**config.mk**
```make
export PLATFORM = sky130hd
export DESIGN_NAME = pulse_timer_conflict
export DESIGN_NICKNAME = d
export VERILOG_FILES = /design/src/rtl/pulse_timer_pkg.sv /design/src/rtl/pulse_timer_conflict.sv
export SDC_FILE = /design/constraint.sdc
export NUM_CORES = 1
export LEC_CHECK = 0
export ABC_AREA = 1
export BUFFER_PORTS_ARGS = -buffer_cell sky130_fd_sc_hd__buf_2
export CORE_MARGIN = 2
export CORE_UTILIZATION = 30
export CTS_CLUSTER_DIAMETER = 200
export DETAILED_ROUTE_END_ITERATION = 10
export HOLD_SLACK_MARGIN = 0.02
export MAX_ROUTING_LAYER = met4
export PLACE_DENSITY_LB_ADDON = 0.05
export RECOVER_POWER = 100
export SLEW_MARGIN = 0
export SYNTH_ARGS = -nofsm -noshare
export SYNTH_HDL_FRONTEND = slang
export SYNTH_SLANG_ARGS = --single-unit
```
**constraint.sdc**
```tcl
create_clock -name clk_sys -period 1.75 [get_ports clk_sys]
set_input_delay 0.35 -clock clk_sys [delete_from_list [all_inputs] [get_ports clk_sys]]
set_output_delay 0.35 -clock clk_sys [all_outputs]
set_load 0.01 [all_outputs]
```
**src/rtl/pulse_timer_pkg.sv**
```systemverilog
// Package with register map, field layout, state types and bus carriers of the pulse timer.
package pulse_timer_pkg;

    // Counter width and the values that bound it.
    localparam int          CNT_W     = 24;
    localparam logic [23:0] CNT_ZERO  = 24'h00_0000;
    localparam logic [23:0] CNT_MAX   = 24'hFF_FFFF;
    localparam logic [23:0] CNT_ONE   = 24'h00_0001;
    localparam logic [31:0] WORD_ZERO = 32'h0000_0000;

    // Register byte offsets on the slave port.
    localparam int          ADDR_W    = 8;
    localparam logic [7:0]  OFS_CTRL  = 8'h00;
    localparam logic [7:0]  OFS_PCNT  = 8'h04;
    localparam logic [7:0]  OFS_STAT  = 8'h08;
    localparam logic [7:0]  OFS_CNT1  = 8'h0C;
    localparam logic [7:0]  OFS_CNT2  = 8'h10;
    localparam logic [7:0]  OFS_CMPA  = 8'h14;
    localparam logic [7:0]  OFS_CMPB  = 8'h18;
    localparam logic [7:0]  OFS_OSBR  = 8'h1C;

    // Control register bit positions.
    localparam int CTRL_UP_EN    = 0;
    localparam int CTRL_XCLR_EN  = 1;
    localparam int CTRL_STOPB_EN = 2;
    localparam int CTRL_STARTA_EN = 3;

    // Status register bit positions; flags clear when written with zero.
    localparam int STAT_UF      = 0;
    localparam int STAT_OVF1    = 1;
    localparam int STAT_OVF2    = 2;
    localparam int STAT_CMFA    = 3;
    localparam int STAT_CMFB    = 4;
    localparam int STAT_PULSE   = 5;
    localparam int STAT_RUN     = 6;

    // Down counter run state.
    typedef enum logic {
        halted,
        counting
    } run_t;

    // Avalon-MM request from the master.
    typedef struct packed {
        logic              read;
        logic              write;
        logic [ADDR_W-1:0] address;
        logic [31:0]       writedata;
        logic [3:0]        byteenable;
    } avs_req_t;

    // Event strobes from neighbouring logic on the same clock.
    typedef struct packed {
        logic start_trig;
        logic stop_trig;
        logic down_tick;
        logic up_tick;
        logic clear_req;
        logic capture_req;
        logic dma_transfer_ack;
    } timer_evt_t;

    // Complete state of the timer block.
    typedef struct packed {
        run_t             run;
        logic             pulse;
        logic [CNT_W-1:0] pulse_down_counter;
        logic [CNT_W-1:0] first_up_counter;
        logic [CNT_W-1:0] second_up_counter;
        logic [CNT_W-1:0] compare_a_register;
        logic [CNT_W-1:0] compare_b_register;
        logic [CNT_W-1:0] offset_base_capture_reg;
        logic             uf_flag;
        logic             ovf1_flag;
        logic             ovf2_flag;
        logic             compare_a_flag;
        logic             compare_b_flag;
        logic             eq_a;
        logic             eq_b;
        logic             up_en;
        logic             external_clear_enable;
        logic             stopb_en;
        logic             starta_en;
        logic             waitreq;
        logic [31:0]      rdata;
    } timer_state_t;

endpackage : pulse_timer_pkg

```
**src/rtl/pulse_timer_conflict.sv**
```systemverilog
// Pulse timer with one-shot down counter, two up counters, capture and bus slave.
//
// Added by the designer: the address map and the Avalon-MM register port.
`timescale 1ns/1ns
`default_nettype none

// Contract
// - Write to pulse counter beats a coincident decrement; counting resumes from new value.
// - Write at zero with count clock stores value, detects underflow, halts, sets flag.
// - Write one cycle before the underflowing count clock prevents the underflow.
// - Write beats compare B clear; pulse still goes off, counter halts holding written value.
// - Write one cycle before compare B: compare B clears the counter next cycle.
// - Software zero-write clear of underflow flag beats a coincident set.
// - DMA acknowledge clear of underflow flag beats a coincident set.
// - Start trigger with counter at zero never begins the one-shot pulse.
// - Simultaneous start and stop clear counter to zero, no pulse begins.
// - Stop after start before first count clock clears to zero, no pulse.
// - Start trigger coinciding with underflow keeps counter halted at zero.
// - Underflow coinciding with start while decrementing turns pulse output off.
// - Compare A while halted at zero leaves the pulse output negated.
// - Start-with-underflow case sets underflow flag at trigger detection.
// - Up counter write beats the neighbouring clear request.
// - Overflow with clear request clears counter; flag stays unset with enable one.
// - Capture coinciding with clear takes the pre-clear value of first counter.
// - Capture one cycle after clear takes the post-clear value.
// - Compare match follows equality by one cycle, checked only on count changes.
// - Up counter write beats a coincident increment; counting resumes from new value.
// - Overflow flag clear beats a coincident set.
module pulse_timer_conflict
    import pulse_timer_pkg::*;
(
    input  wire  logic                     clk_sys,
    input  wire  logic                     nrst,
    input  wire  pulse_timer_pkg::avs_req_t   avs_req,
    input  wire  pulse_timer_pkg::timer_evt_t evt,
    output logic                           avs_waitrequest,
    output logic [31:0]                    avs_readdata,
    output logic                           oneshot_pulse_output
);
    import pulse_timer_pkg::*;

    timer_state_t s_q;
    timer_state_t s_d;

    // Merges write data into an old word under the byte enables.
    function automatic logic [31:0] merge_be(input logic [31:0] old_w,
                                             input logic [31:0] new_w,
                                             input logic [3:0]  be);
        logic [31:0] m;
        m = old_w;
        for (int i = 0; i < 4; i++) begin
            if (be[i]) begin
                m[i*8 +: 8] = new_w[i*8 +: 8];
            end
        end
        return m;
    endfunction : merge_be

    // Value a counter register takes from a bus write.
    function automatic logic [CNT_W-1:0] cnt_wr(input logic [CNT_W-1:0] old_c,
                                                input logic [31:0]      wd,
                                                input logic [3:0]       be);
        logic [31:0] m;
        m = merge_be({8'h00, old_c}, wd, be);
        return m[CNT_W-1:0];
    endfunction : cnt_wr

    // Next value of an up counter: write, then clear, then increment.
    function automatic logic [CNT_W-1:0] up_next(input logic [CNT_W-1:0] c,
                                                 input logic             wr,
                                                 input logic [CNT_W-1:0] wv,
                                                 input logic             clr,
                                                 input logic             inc);
        logic [CNT_W-1:0] n;
        n = c;
        if (wr) begin
            n = wv;
        end else if (clr) begin
            n = CNT_ZERO;
        end else if (inc) begin
            n = c + CNT_ONE;
        end
        return n;
    endfunction : up_next

    // Bus decode; a write takes effect in the cycle waitrequest is low.
    logic             bus_wr;
    logic             wr_ctrl;
    logic             wr_pcnt;
    logic             wr_stat;
    logic             wr_cnt1;
    logic             wr_cnt2;
    logic [CNT_W-1:0] pcnt_wv;
    logic [CNT_W-1:0] cnt1_wv;
    logic [CNT_W-1:0] cnt2_wv;
    logic             stat_lane;
    assign bus_wr    = avs_req.write & ~s_q.waitreq;
    assign wr_ctrl   = bus_wr & (avs_req.address == OFS_CTRL);
    assign wr_pcnt   = bus_wr & (avs_req.address == OFS_PCNT);
    assign wr_stat   = bus_wr & (avs_req.address == OFS_STAT) & avs_req.byteenable[0];
    assign wr_cnt1   = bus_wr & (avs_req.address == OFS_CNT1);
    assign wr_cnt2   = bus_wr & (avs_req.address == OFS_CNT2);
    assign stat_lane = wr_stat;
    assign pcnt_wv   = cnt_wr(s_q.pulse_down_counter, avs_req.writedata, avs_req.byteenable);
    assign cnt1_wv   = cnt_wr(s_q.first_up_counter, avs_req.writedata, avs_req.byteenable);
    assign cnt2_wv   = cnt_wr(s_q.second_up_counter, avs_req.writedata, avs_req.byteenable);

    // Trigger and event terms of the down counter.
    logic stop_ev;
    logic start_ev;
    logic pcnt_zero;
    logic uf_ev;
    logic start_zero;
    logic uf_set;
    logic uf_clr;
    assign stop_ev    = evt.stop_trig | (s_q.stopb_en & s_q.eq_b);
    assign start_ev   = evt.start_trig | (s_q.starta_en & s_q.eq_a);
    assign pcnt_zero  = (s_q.pulse_down_counter == CNT_ZERO);
    assign uf_ev      = (s_q.run == counting) & evt.down_tick & pcnt_zero & ~stop_ev;
    assign start_zero = start_ev & ~stop_ev & ~uf_ev & (s_q.run == halted) & pcnt_zero;
    assign uf_set     = uf_ev | start_zero;
    assign uf_clr     = (stat_lane & ~avs_req.writedata[STAT_UF]) | evt.dma_transfer_ack;

    // Up counter events.
    logic clr_ext;
    logic inc_up;
    logic ovf1_ev;
    logic ovf2_ev;
    assign clr_ext = evt.clear_req & s_q.external_clear_enable;
    assign inc_up  = evt.up_tick & s_q.up_en;
    assign ovf1_ev = inc_up & (s_q.first_up_counter == CNT_MAX);
    assign ovf2_ev = inc_up & (s_q.second_up_counter == CNT_MAX);

    // Read mux; unmapped offsets read as zero.
    logic [31:0] rd_mux;
    always_comb begin
        rd_mux = WORD_ZERO;
        case (avs_req.address)
            OFS_CTRL: begin
                rd_mux[CTRL_UP_EN]     = s_q.up_en;
                rd_mux[CTRL_XCLR_EN]   = s_q.external_clear_enable;
                rd_mux[CTRL_STOPB_EN]  = s_q.stopb_en;
                rd_mux[CTRL_STARTA_EN] = s_q.starta_en;
            end
            OFS_PCNT: rd_mux[CNT_W-1:0] = s_q.pulse_down_counter;
            OFS_STAT: begin
                rd_mux[STAT_UF]    = s_q.uf_flag;
                rd_mux[STAT_OVF1]  = s_q.ovf1_flag;
                rd_mux[STAT_OVF2]  = s_q.ovf2_flag;
                rd_mux[STAT_CMFA]  = s_q.compare_a_flag;
                rd_mux[STAT_CMFB]  = s_q.compare_b_flag;
                rd_mux[STAT_PULSE] = s_q.pulse;
                rd_mux[STAT_RUN]   = (s_q.run == counting);
            end
            OFS_CNT1: rd_mux[CNT_W-1:0] = s_q.first_up_counter;
            OFS_CNT2: rd_mux[CNT_W-1:0] = s_q.second_up_counter;
            OFS_CMPA: rd_mux[CNT_W-1:0] = s_q.compare_a_register;
            OFS_CMPB: rd_mux[CNT_W-1:0] = s_q.compare_b_register;
            OFS_OSBR: rd_mux[CNT_W-1:0] = s_q.offset_base_capture_reg;
            default:  rd_mux = WORD_ZERO;
        endcase
    end

    // Next state of the whole block.
    always_comb begin
        s_d = s_q;

        // Bus handshake: one wait cycle, then the request completes.
        if ((avs_req.read | avs_req.write) & s_q.waitreq) begin
            s_d.waitreq = 1'b0;
        end else begin
            s_d.waitreq = 1'b1;
        end
        if (avs_req.read & s_q.waitreq) begin
            s_d.rdata = rd_mux;
        end

        // Plain configuration registers.
        if (wr_ctrl & avs_req.byteenable[0]) begin
            s_d.up_en                 = avs_req.writedata[CTRL_UP_EN];
            s_d.external_clear_enable = avs_req.writedata[CTRL_XCLR_EN];
            s_d.stopb_en              = avs_req.writedata[CTRL_STOPB_EN];
            s_d.starta_en             = avs_req.writedata[CTRL_STARTA_EN];
        end
        if (bus_wr & (avs_req.address == OFS_CMPA)) begin
            s_d.compare_a_register = cnt_wr(s_q.compare_a_register, avs_req.writedata,
                                            avs_req.byteenable);
        end
        if (bus_wr & (avs_req.address == OFS_CMPB)) begin
            s_d.compare_b_register = cnt_wr(s_q.compare_b_register, avs_req.writedata,
                                            avs_req.byteenable);
        end

        // Down counter: stop, underflow, start, decrement; the pulse rises on the first tick.
        if (stop_ev) begin
            s_d.run   = halted;
            s_d.pulse = 1'b0;
            s_d.pulse_down_counter = wr_pcnt ? pcnt_wv : CNT_ZERO;
        end else if (uf_ev) begin
            s_d.run   = halted;
            s_d.pulse = 1'b0;
            s_d.pulse_down_counter = wr_pcnt ? pcnt_wv : CNT_ZERO;
        end else if (start_ev & (s_q.run == halted)) begin
            if (!pcnt_zero) begin
                s_d.run   = counting;
                s_d.pulse = 1'b0;
            end else begin
                s_d.pulse = 1'b0;
            end
            if (wr_pcnt) begin
                s_d.pulse_down_counter = pcnt_wv;
            end
        end else if ((s_q.run == counting) & evt.down_tick) begin
            s_d.pulse = 1'b1;
            s_d.pulse_down_counter = wr_pcnt ? pcnt_wv
                                   : s_q.pulse_down_counter - CNT_ONE;
        end else if (wr_pcnt) begin
            s_d.pulse_down_counter = pcnt_wv;
        end

        // Underflow flag: both clear sources win over the set.
        if (uf_clr) begin
            s_d.uf_flag = 1'b0;
        end else if (uf_set) begin
            s_d.uf_flag = 1'b1;
        end

        // Up counters: write beats clear, clear beats increment.
        s_d.first_up_counter  = up_next(s_q.first_up_counter, wr_cnt1, cnt1_wv,
                                        clr_ext, inc_up);
        s_d.second_up_counter = up_next(s_q.second_up_counter, wr_cnt2, cnt2_wv,
                                        clr_ext, inc_up);

        // Overflow flags: clear wins; a clear request suppresses the set.
        if (stat_lane & ~avs_req.writedata[STAT_OVF1]) begin
            s_d.ovf1_flag = 1'b0;
        end else if (ovf1_ev & ~clr_ext) begin
            s_d.ovf1_flag = 1'b1;
        end
        if (stat_lane & ~avs_req.writedata[STAT_OVF2]) begin
            s_d.ovf2_flag = 1'b0;
        end else if (ovf2_ev & ~clr_ext) begin
            s_d.ovf2_flag = 1'b1;
        end

        // Equality is checked only when the count moves, not on writes.
        s_d.eq_a = ~wr_cnt1 & (clr_ext | inc_up)
                 & (s_d.first_up_counter == s_q.compare_a_register);
        s_d.eq_b = ~wr_cnt2 & (clr_ext | inc_up)
                 & (s_d.second_up_counter == s_q.compare_b_register);

        // Compare flags: a match one cycle after equality, set beats clear.
        if (s_q.eq_a) begin
            s_d.compare_a_flag = 1'b1;
        end else if (stat_lane & ~avs_req.writedata[STAT_CMFA]) begin
            s_d.compare_a_flag = 1'b0;
        end
        if (s_q.eq_b) begin
            s_d.compare_b_flag = 1'b1;
        end else if (stat_lane & ~avs_req.writedata[STAT_CMFB]) begin
            s_d.compare_b_flag = 1'b0;
        end

        // Capture takes the counter as it stands before this edge.
        if (evt.capture_req) begin
            s_d.offset_base_capture_reg = s_q.first_up_counter;
        end
    end

    // State register.
    always_ff @(posedge clk_sys or negedge nrst) begin
        if (!nrst) begin
            s_q         <= '0;
            s_q.run     <= halted;
            s_q.waitreq <= 1'b1;
        end else begin
            s_q <= s_d;
        end
    end

    // Outputs straight from the state register.
    assign avs_waitrequest      = s_q.waitreq;
    assign avs_readdata         = s_q.rdata;
    assign oneshot_pulse_output = s_q.pulse;
endmodule : pulse_timer_conflict

`default_nettype wire

```
; ---- After elaboration in Yosys (flattened, before gate mapping)
; Cells that the tools add are included.
[word_totals]
latchBits = 0
ramBits = 0
mem_count = 0
elab_cells = 150
inputBits = 55
reg_bits = 182
mem_bits_ro = 0
[classes]
bitwise = 55
multipliers = 0
shifts = 0
n_addsub = 3
n_reduce_logical = 16
muxes = 39
magnitude_cmp = 0
n_eq_ne = 12
n_div = 0
[ops]
columns = cell, count
row1 = 24-bit two-way mux, 10
row2 = 17-bit one-hot mux with 6 select lines, 1
row3 = 8-bit two-way mux, 9
row4 = 26-bit two-way mux, 2
row5 = "24-bit by 1-bit adder with 24-bit output, second input constant", 2
row6 = 24-bit == test, 2
row7 = "24-bit == test, second input constant", 2
row8 = 1-bit AND, 37
row9 = "8-bit by 5-bit == test with 1-bit output, second input constant", 4
row10 = 4-bit one-hot mux with 8 select lines, 1
row11 = 25-bit two-way mux, 1
row12 = 24-bit zero test, 1
row13 = "24-bit by 1-bit subtractor with 24-bit output, second input constant", 1
row14 = 3-bit one-hot mux with 7 select lines, 1
row15 = "8-bit by 4-bit == test with 1-bit output, second input constant", 2
row16 = 1-bit two-way mux, 14
row17 = 2-bit AND reduction, 7
row18 = 1-bit inverter, 12
row19 = 2-bit nonzero test, 5
row20 = "8-bit by 3-bit == test with 1-bit output, second input constant", 1
row21 = 8-bit zero test, 1
row22 = 1-bit OR, 6
row23 = 4-bit nonzero test, 1
row24 = "3-bit by 2-bit inequality test with 1-bit output, second input constant", 1
row25 = 3-bit nonzero test, 1

; ---- Logic depth before layout (Yosys ltp)
; Gate-level depths: netlist of the first run.
[logic_depth]
depth_word = 11
mapped_depth = 17

; ---- Worst setup path after synthesis of the first run
; Ideal clock, no wire load.
[synth_path]
path_kind = register -> register
startpoint = reg s_q[116] (netlist name)
endpoint = reg s_q[37] (netlist name)
arrival_time_ns = 1.687
setup_time_ns = 0.069
path_stages_with_launch = 18
setup_slack_ns = -0.006
path_cell_list = dfrtp_1 > ha_1 > nand2_1 > nor2_1 > nand2_1 > nor2_2 > nand2_1 > nand2_1 > nand2_1 > nand2_2 > nand2_1 > nand2_1 > nand2_1 > nor2_1 > nand2_1 > nor2_1 > nand2_1 > nor2_2
[synth_rtl]
columns = element, line_no
row1 = "start, declared", pulse_timer_conflict.sv:42  ; timer_state_t s_q;

==> results of run 1 <==
[Yosys cell counts, types with 4 or more instances]
cell type,number
dfrtp_1,181
nand2_4,5
inv_1,226
o22ai_1,63
nand3_4,4
o21ai_1,14
nor2_1,146
buf_4,34
nor2_4,10
nor4_1,10
buf_6,7
buf_2,12
nor3_1,24
nand3_2,10
o211ai_1,12
a21oi_1,70
o21bai_1,4
inv_2,7
o21ai_0,128
clkbuf_1,27
nand4_1,17
nor2_2,12
nand2_2,22
a22o_1,5
nand3_1,139
ha_1,4
nand2_1,434
xor2_1,19
[path summary, 6_finish.rpt]
path / from / end / cells past startpoint
setup / recovery: s_q[117] / s_q[37] / 18
hold / removal: avs_req[45] / avs_waitrequest / 2
setup reg to reg: s_q[117] / s_q[37] / 18
hold reg to reg: avs_readdata[2] / avs_readdata[2] / 2
max in group asynchronous: nrst / s_q[146] / 2
min in group asynchronous: nrst / avs_readdata[0] / 2
[routing by layer]
metal / routed length (um) / global-route usage [%] / vias to the layer above / part of all wire [%]
met5: 0 / - / - / 0
met4: 638 / 4.20 / 0 / 1.2
met3: 3130 / 3.39 / 30 / 5.7
met2: 23200 / 39.5 / 313 / 42
met1: 27600 / 41.5 / 6238 / 51
li1: - / - / 6436 / -
[cell type report]
class	instances	area, um2
clock buffer	18	439
clock inverter	13	208
fill	4053	21100
inverter	239	927
multi-input combinational	1196	6850
sequential	182	4560
tap	518	648
timing repair buffer	520	4170
[through the flow]
stage / worst slack (ns) / instance area [um2] / power [mW]
after detailed placement: -0.736 / 15800 / 11.7
after floorplan: 0.00113 / 11900 / 7.98
after CTS: -0.312 / 17000 / 16.7
final: -0.380 / 17800 / 17.7
after global placement: -0.709 / 15800 / 11.7
after global routing: -0.517 / 17800 / 18.7
[registers in the layout (all words and copies together) (netlist names)]
signal                flops
oneshot_pulse_output      1
s_q                     156
avs_waitrequest           1
avs_readdata             24
[critical path: stages (launching register included)]
cell and delay, ns:
dfrtp_1 0.43, ha_4 0.19, nand2_1 0.07, nor2_2 0.05, buf_6 0.12, buf_4 0.13
nand3_1 0.05, nand3_1 0.10, nand2_2 0.10, nand2_2 0.06, nand2_1 0.06, nand2_1 0.05
nor2_1 0.13, nand2_2 0.07, nor2_4 0.16, nand2_1 0.07, nor2_1 0.10, nand2_1 0.07
nor2_2 0.07
[power breakdown]
part	switching, mW	total [mW]	internal, mW
Sequential	0.437	5.15	4.72
Clock	1.97	4.45	2.48
Combinational	4.39	8.07	3.68
Total	6.80	17.7	10.9
[kinds of logic (layout without fill, tap and decap cells)]
logic type      count (synthesis)  count (layout)
buf+inv                       323             790
fa+ha+maj                       4               4
compound gates                317             317
xor+xnor                       20              20
flops                         182             182
simple gates                  846             846
mux                             1               1
other cells                     1               8
[timing repair]
item / CTS / global route
gates resized for setup: 96 / 221
hold buffers: 2 / 0
setup endpoints to repair: 40 / 72
cloned: 0 / 4
setup buffers: 21 / 22
endpoints found under the hold margin: 35 / 0
pin swaps: 40 / 70
==> impl_metrics.py, run 1 <==
metrics = {
    "grt": {
        "grt_pass1_vias": 12526,
        "grt_pass1_wl_um": 81000,
        "antenna_found_initial": 1,
        "grt_overflow": 0,
        "grt_max_degree": 49,
        "grtUsageTotal_pct": 27.4,
    },
    "final_layout": {
        "fin_nets": 2215,
        "post-route-util_pct": 45.7,
        "layout_common_cells": "nand2_1 (393), buf_4 (358), inv_1 (213)",
        "drive_gt1_share_pct": 36.0,
        "final_common_cell": "nand2_1",
        "fin_cells": 2686,
        "diodes": 0,
        "syn_to_final_growth_pct": 49.5,
    },
    "synth": {
        "ys_seq_area_share_pct": 38.3,
        "syn_area_mm2": 0.0119,
        "synthFlopType": "dfrtp_1",
        "yosysTopAreaCellShare_pct": 38.0,
        "synth_area_leader_cell": "dfrtp_1",
        "ys_ff_latch": 182,
        "yosys_warnings": 0,
        "postSynthAreaPerCell_um2": 7.03,
        "synthMuxAreaShare_pct": 0.0946,
        "synthArstFlopShare_pct": 100,
        "synth.distinct_cells": 62,
        "synthAdderAreaFrac_pct": 0.420,
        "synth-compound-area-share_pct": 15.3,
        "ys_top_cells_by_area": "dfrtp_1 (38%), nand2_1 (14%), inv_1 (7.1%)",
        "synth-edff-count": 0,
        "synth_cells": 1694,
        "synthXorXnorAreaFrac_pct": 1.47,
        "synth_top_family_by_area": "simple AND/OR/NAND/NOR gates",
        "synthSimpleGateAreaFrac_pct": 32.4,
    },
    "clock_tree": {
        "htreeDepth": 4,
        "root_buffer": "clkbuf_16",
        "clock_path_buffers": 2,
        "cts_sinks": 182,
        "cts_tree": "done",
        "clk_pin_slew_worst_paths_ns": 0.07,
        "cts_buffers": 17,
        "clk_latency_ns": 0.47,
    },
    "sta": {
        "fin_ws_ns": -0.380,
        "hold_viol_final": 0,
        "finalSetupTns_ns": -1.66,
        "finalCriticalPeriod_ns": 2.13,
        "setup_violations": 29,
        "finClkSkew_ns": 0.00952,
        "rsz0062_at_grt": "yes",
        "worstMarginPinSlew_ns": 1.51,
        "fmax_mhz": 469,
        "slew_headroom_pct": -0.373,
        "slew_viol_final": 36,
        "fin_crit_sh_pct": 122,
        "fin_hold_ws_ns": 0.0491,
    },
    "detailed_routing": {
        "ant_nets": 0,
        "vias": 13017,
        "routedWlPerCell_um": 20.3,
        "first_iter_violations": 826,
        "drc": 0,
        "viasPerCell": 4.85,
        "drt-pass1-iter-count": 5,
        "wl_um": 54600,
    },
    "worst_setup_path": {
        "r2r_slack_ns": -0.38,
        "crit_required_ns": 2.15,
        "cp-start-kind": "register",
        "worstPathMaxFanout": 3,
        "critPathArrivalTime_ns": 2.53,
        "worstSetupEndpointType": "register",
        "crit_type": "reg2reg",
    },
    "pwr": {
        "power.density_mw_per_mm2": 993,
        "leakagePower_nw": 9.12,
        "irDropWorstVdd_mv": 1.15,
    },
    "floorplanning": {
        "die_y_um": 203,
        "start_util_pct": 30.6,
        "die_area_mm2": 0.0413,
        "rows": 72,
        "core_mm2": 0.0389,
        "die_x_um": 203,
        "pin_count": 89,
    },
    "placed_design": {
        "port_buffers": 71,
        "dp_hpwl_um": 43500,
        "place_congestion": 0.925,
        "dp_cells": 2611,
    },
    "hold_path": {
        "min_path_type": "in2reg",
    },
    "run": {
        "maxCapViolCount": 1,
    },
    "run_status": {
        "status": "complete, but fails checks",
        "failed_checks": "capacitance limit, slew limit, setup timing",
    },
}
No activity file was read; power rests on OpenSTA's default activity.
==> run 2, diff against run 1 <==
==> constraint.sdc (replaced) <==
create_clock -name clk_sys -period 2.7 [get_ports clk_sys]
set_input_delay 0.54 -clock clk_sys [delete_from_list [all_inputs] [get_ports clk_sys]]
set_output_delay 0.54 -clock clk_sys [all_outputs]
set_load 0.01 [all_outputs]
==> run 2 against run 1 <==
  * The flow finishes with violations (capacitance limit, slew limit)
  * Core utilization fell by 11 points
  * Sequential power fell by 33%
  * Clock skew rose by 0.0026 ns
  * First-iteration DRC count rose by 22%
  * Count of clock-buffer cells in the layout fell by 1
  * Critical path depth fell by 4
  * Routed wire length fell by 12%
  * Via count fell by 11%
  * Non-clock buffer count fell by 384
  * Critical path type unchanged
  * Largest cell class unchanged
  * Highest routed layer unchanged
==> impl_metrics.py, run 2 (synthesis results as in run 1) <==
metrics = {
    "run_status": {
        "status": "complete, but fails checks",
        "failed_checks": "capacitance limit, slew limit",
    },
    "clock_tree": {
        "cts_sinks": 182,
        "clk_latency_ns": 0.46,
        "root_buffer": "clkbuf_16",
        "post_cts_buffers": 0,
        "clock_path_buffers": 2,
        "cts_tree": "done",
        "cts_hold_buf": 0,
        "htreeDepth": 4,
        "cts_buffers": 17,
        "clk_pin_slew_worst_paths_ns": 0.08,
    },
    "sta": {
        "hold_viol_final": 0,
        "finalSetupTns_ns": 0,
        "worstMarginPinSlew_ns": 2.11,
        "fin_hold_ws_ns": 0.236,
        "fin_crit_sh_pct": 89.9,
        "finalCriticalPeriod_ns": 2.43,
        "fmax_mhz": 412,
        "slew_headroom_pct": -40.5,
        "setup_violations": 0,
        "rsz0062_at_grt": "no",
        "finClkSkew_ns": 0.0121,
        "slew_viol_final": 121,
    },
    "final_layout": {
        "diodes": 0,
        "drive_gt1_share_pct": 11.7,
        "largest_reg_flops": 156,
        "fin_nets": 1831,
        "layout_common_cells": "nand2_1 (443), inv_1 (228), dfrtp_1 (181)",
        "fin_cells": 2303,
        "syn_to_final_growth_pct": 12.3,
        "regMostFlops": "s_q",
        "final_common_cell": "nand2_1",
    },
    "grt": {
        "grt_pass1_wl_um": 72100,
        "grt_pass1_vias": 10893,
        "antenna_found_initial": 2,
        "grt_max_degree": 72,
        "grtUsageTotal_pct": 24.5,
        "grt_overflow": 0,
    },
    "worst_setup_path": {
        "cpPeakStageDelay_ns": 0.52,
        "crit_type": "reg2reg",
        "cp_slowest_cell": "dfrtp_1",
        "cp-start-kind": "register",
        "crit_required_ns": 3.10,
        "worstPathMaxFanout": 14,
        "cp_common_cell": "nand2_1",
        "worstPathCellList": "nand2_4, nor2_4, nand2_1, nor2_1, nand3_1, nand4_1, nand2_1, nand2_1, nand2_1, inv_1, nand2_1, nor2_1, nand2_1, nor2_2",
        "worstSetupEndpointType": "register",
        "crit_family": "simple AND/OR/NAND/NOR gates",
        "critPathArrivalTime_ns": 2.82,
        "worst-path-buf-inv": 1,
    },
    "detailed_routing": {
        "first_iter_violations": 1004,
        "drt-pass1-iter-count": 5,
        "vias": 11561,
        "wl_um": 48300,
        "ant_nets": 0,
        "viasPerCell": 5.02,
        "drc": 0,
        "routedWlPerCell_um": 21.0,
    },
    "floorplanning": {
        "die_area_mm2": 0.0413,
        "pin_count": 89,
        "die_x_um": 203,
        "rows": 72,
        "start_util_pct": 30.6,
        "die_y_um": 203,
        "core_mm2": 0.0389,
    },
    "pwr": {
        "power.density_mw_per_mm2": 648,
        "irDropWorstVdd_mv": 0.427,
        "leakagePower_nw": 6.73,
    },
    "placed_design": {
        "dp_hpwl_um": 38600,
        "place_congestion": 0.891,
        "dp_cells": 2271,
        "port_buffers": 71,
    },
    "hold_path": {
        "min_path_type": "in2reg",
    },
    "run": {
        "maxCapViolCount": 2,
    },
}
-- run 2: cell types whose count changed in the layout (fill, tap and decap cells not counted), sizes merged --
cell,delta
buf,-373
clkbuf,-10
clkinvlp,+4
bufinv,-3
clkinv,+3
dlygate4sd3,-2
inv,-2
-- run 2: worst reg2reg max path: cells and delay by family (launching register included) --
kind,cells,cell delay (ns)
AND/OR/NAND/NOR,13,1.80
flip-flops,1,0.52
buffers and inverters,1,0.06
-- run 2: metal layers --
metal	track usage (%)	part of all wire [%]	vias up
met1	37.5	52	5527
met5	-	0	-
met3	3.18	5.2	31
li1	-	-	5651
met2	34.5	42	352
met4	4.22	1.0	0
-- run 2: area by class of cell --
type                            count  area (um2)
Clock buffer                       17         425
Timing Repair Buffer              136         820
Multi-Input combinational cell   1196        5870
Fill cell                        4318       25500
Sequential cell                   182        4560
Tap cell                          518         648
Clock inverter                     15         144
Inverter                          239         911
-- run 2: metrics by stage --
step                cell area, um2  worst slack, ns  utilization, %  total power, mW
finish                       13400            0.273            34.4             8.67
global route                 13400           0.0412            34.4             9.24
CTS                          13600           0.0870            34.8             8.80
detailed placement           13000           0.0960            33.4             6.20
global placement             13000           0.0593            33.4             6.19
floorplan                    11900            0.852               -             5.17
-- run 2: what timing repair did --
action                                  in CTS  in global routing
gates resized for setup                      0                  1
endpoints found under the hold margin        0                  0
endpoints found under the setup margin       0                  9
-- run 2: worst paths after layout --
kind | start | endpoint | slack [ns] | cells after the start
setup reg to reg | s_q[36] | s_q[37] | 0.27 | 14
hold / removal | evt[0] | s_q[43] | 0.24 | 2
setup / recovery | s_q[36] | s_q[37] | 0.27 | 14
hold reg to reg | avs_readdata[20] | avs_readdata[20] | 0.48 | 2
max in group asynchronous | nrst | s_q[146] | 0.52 | 2
min in group asynchronous | nrst | s_q[116] | 0.62 | 1
-- run 2: report_power, final --
| group | switching, mW | internal [mW] | leakage [nW] |
|---|---|---|---|
| Combinational | 1.86 | 0.819 | 4.41 |
| Sequential | 0.373 | 3.05 | 2.05 |
| Clock | 1.28 | 1.29 | 0.267 |
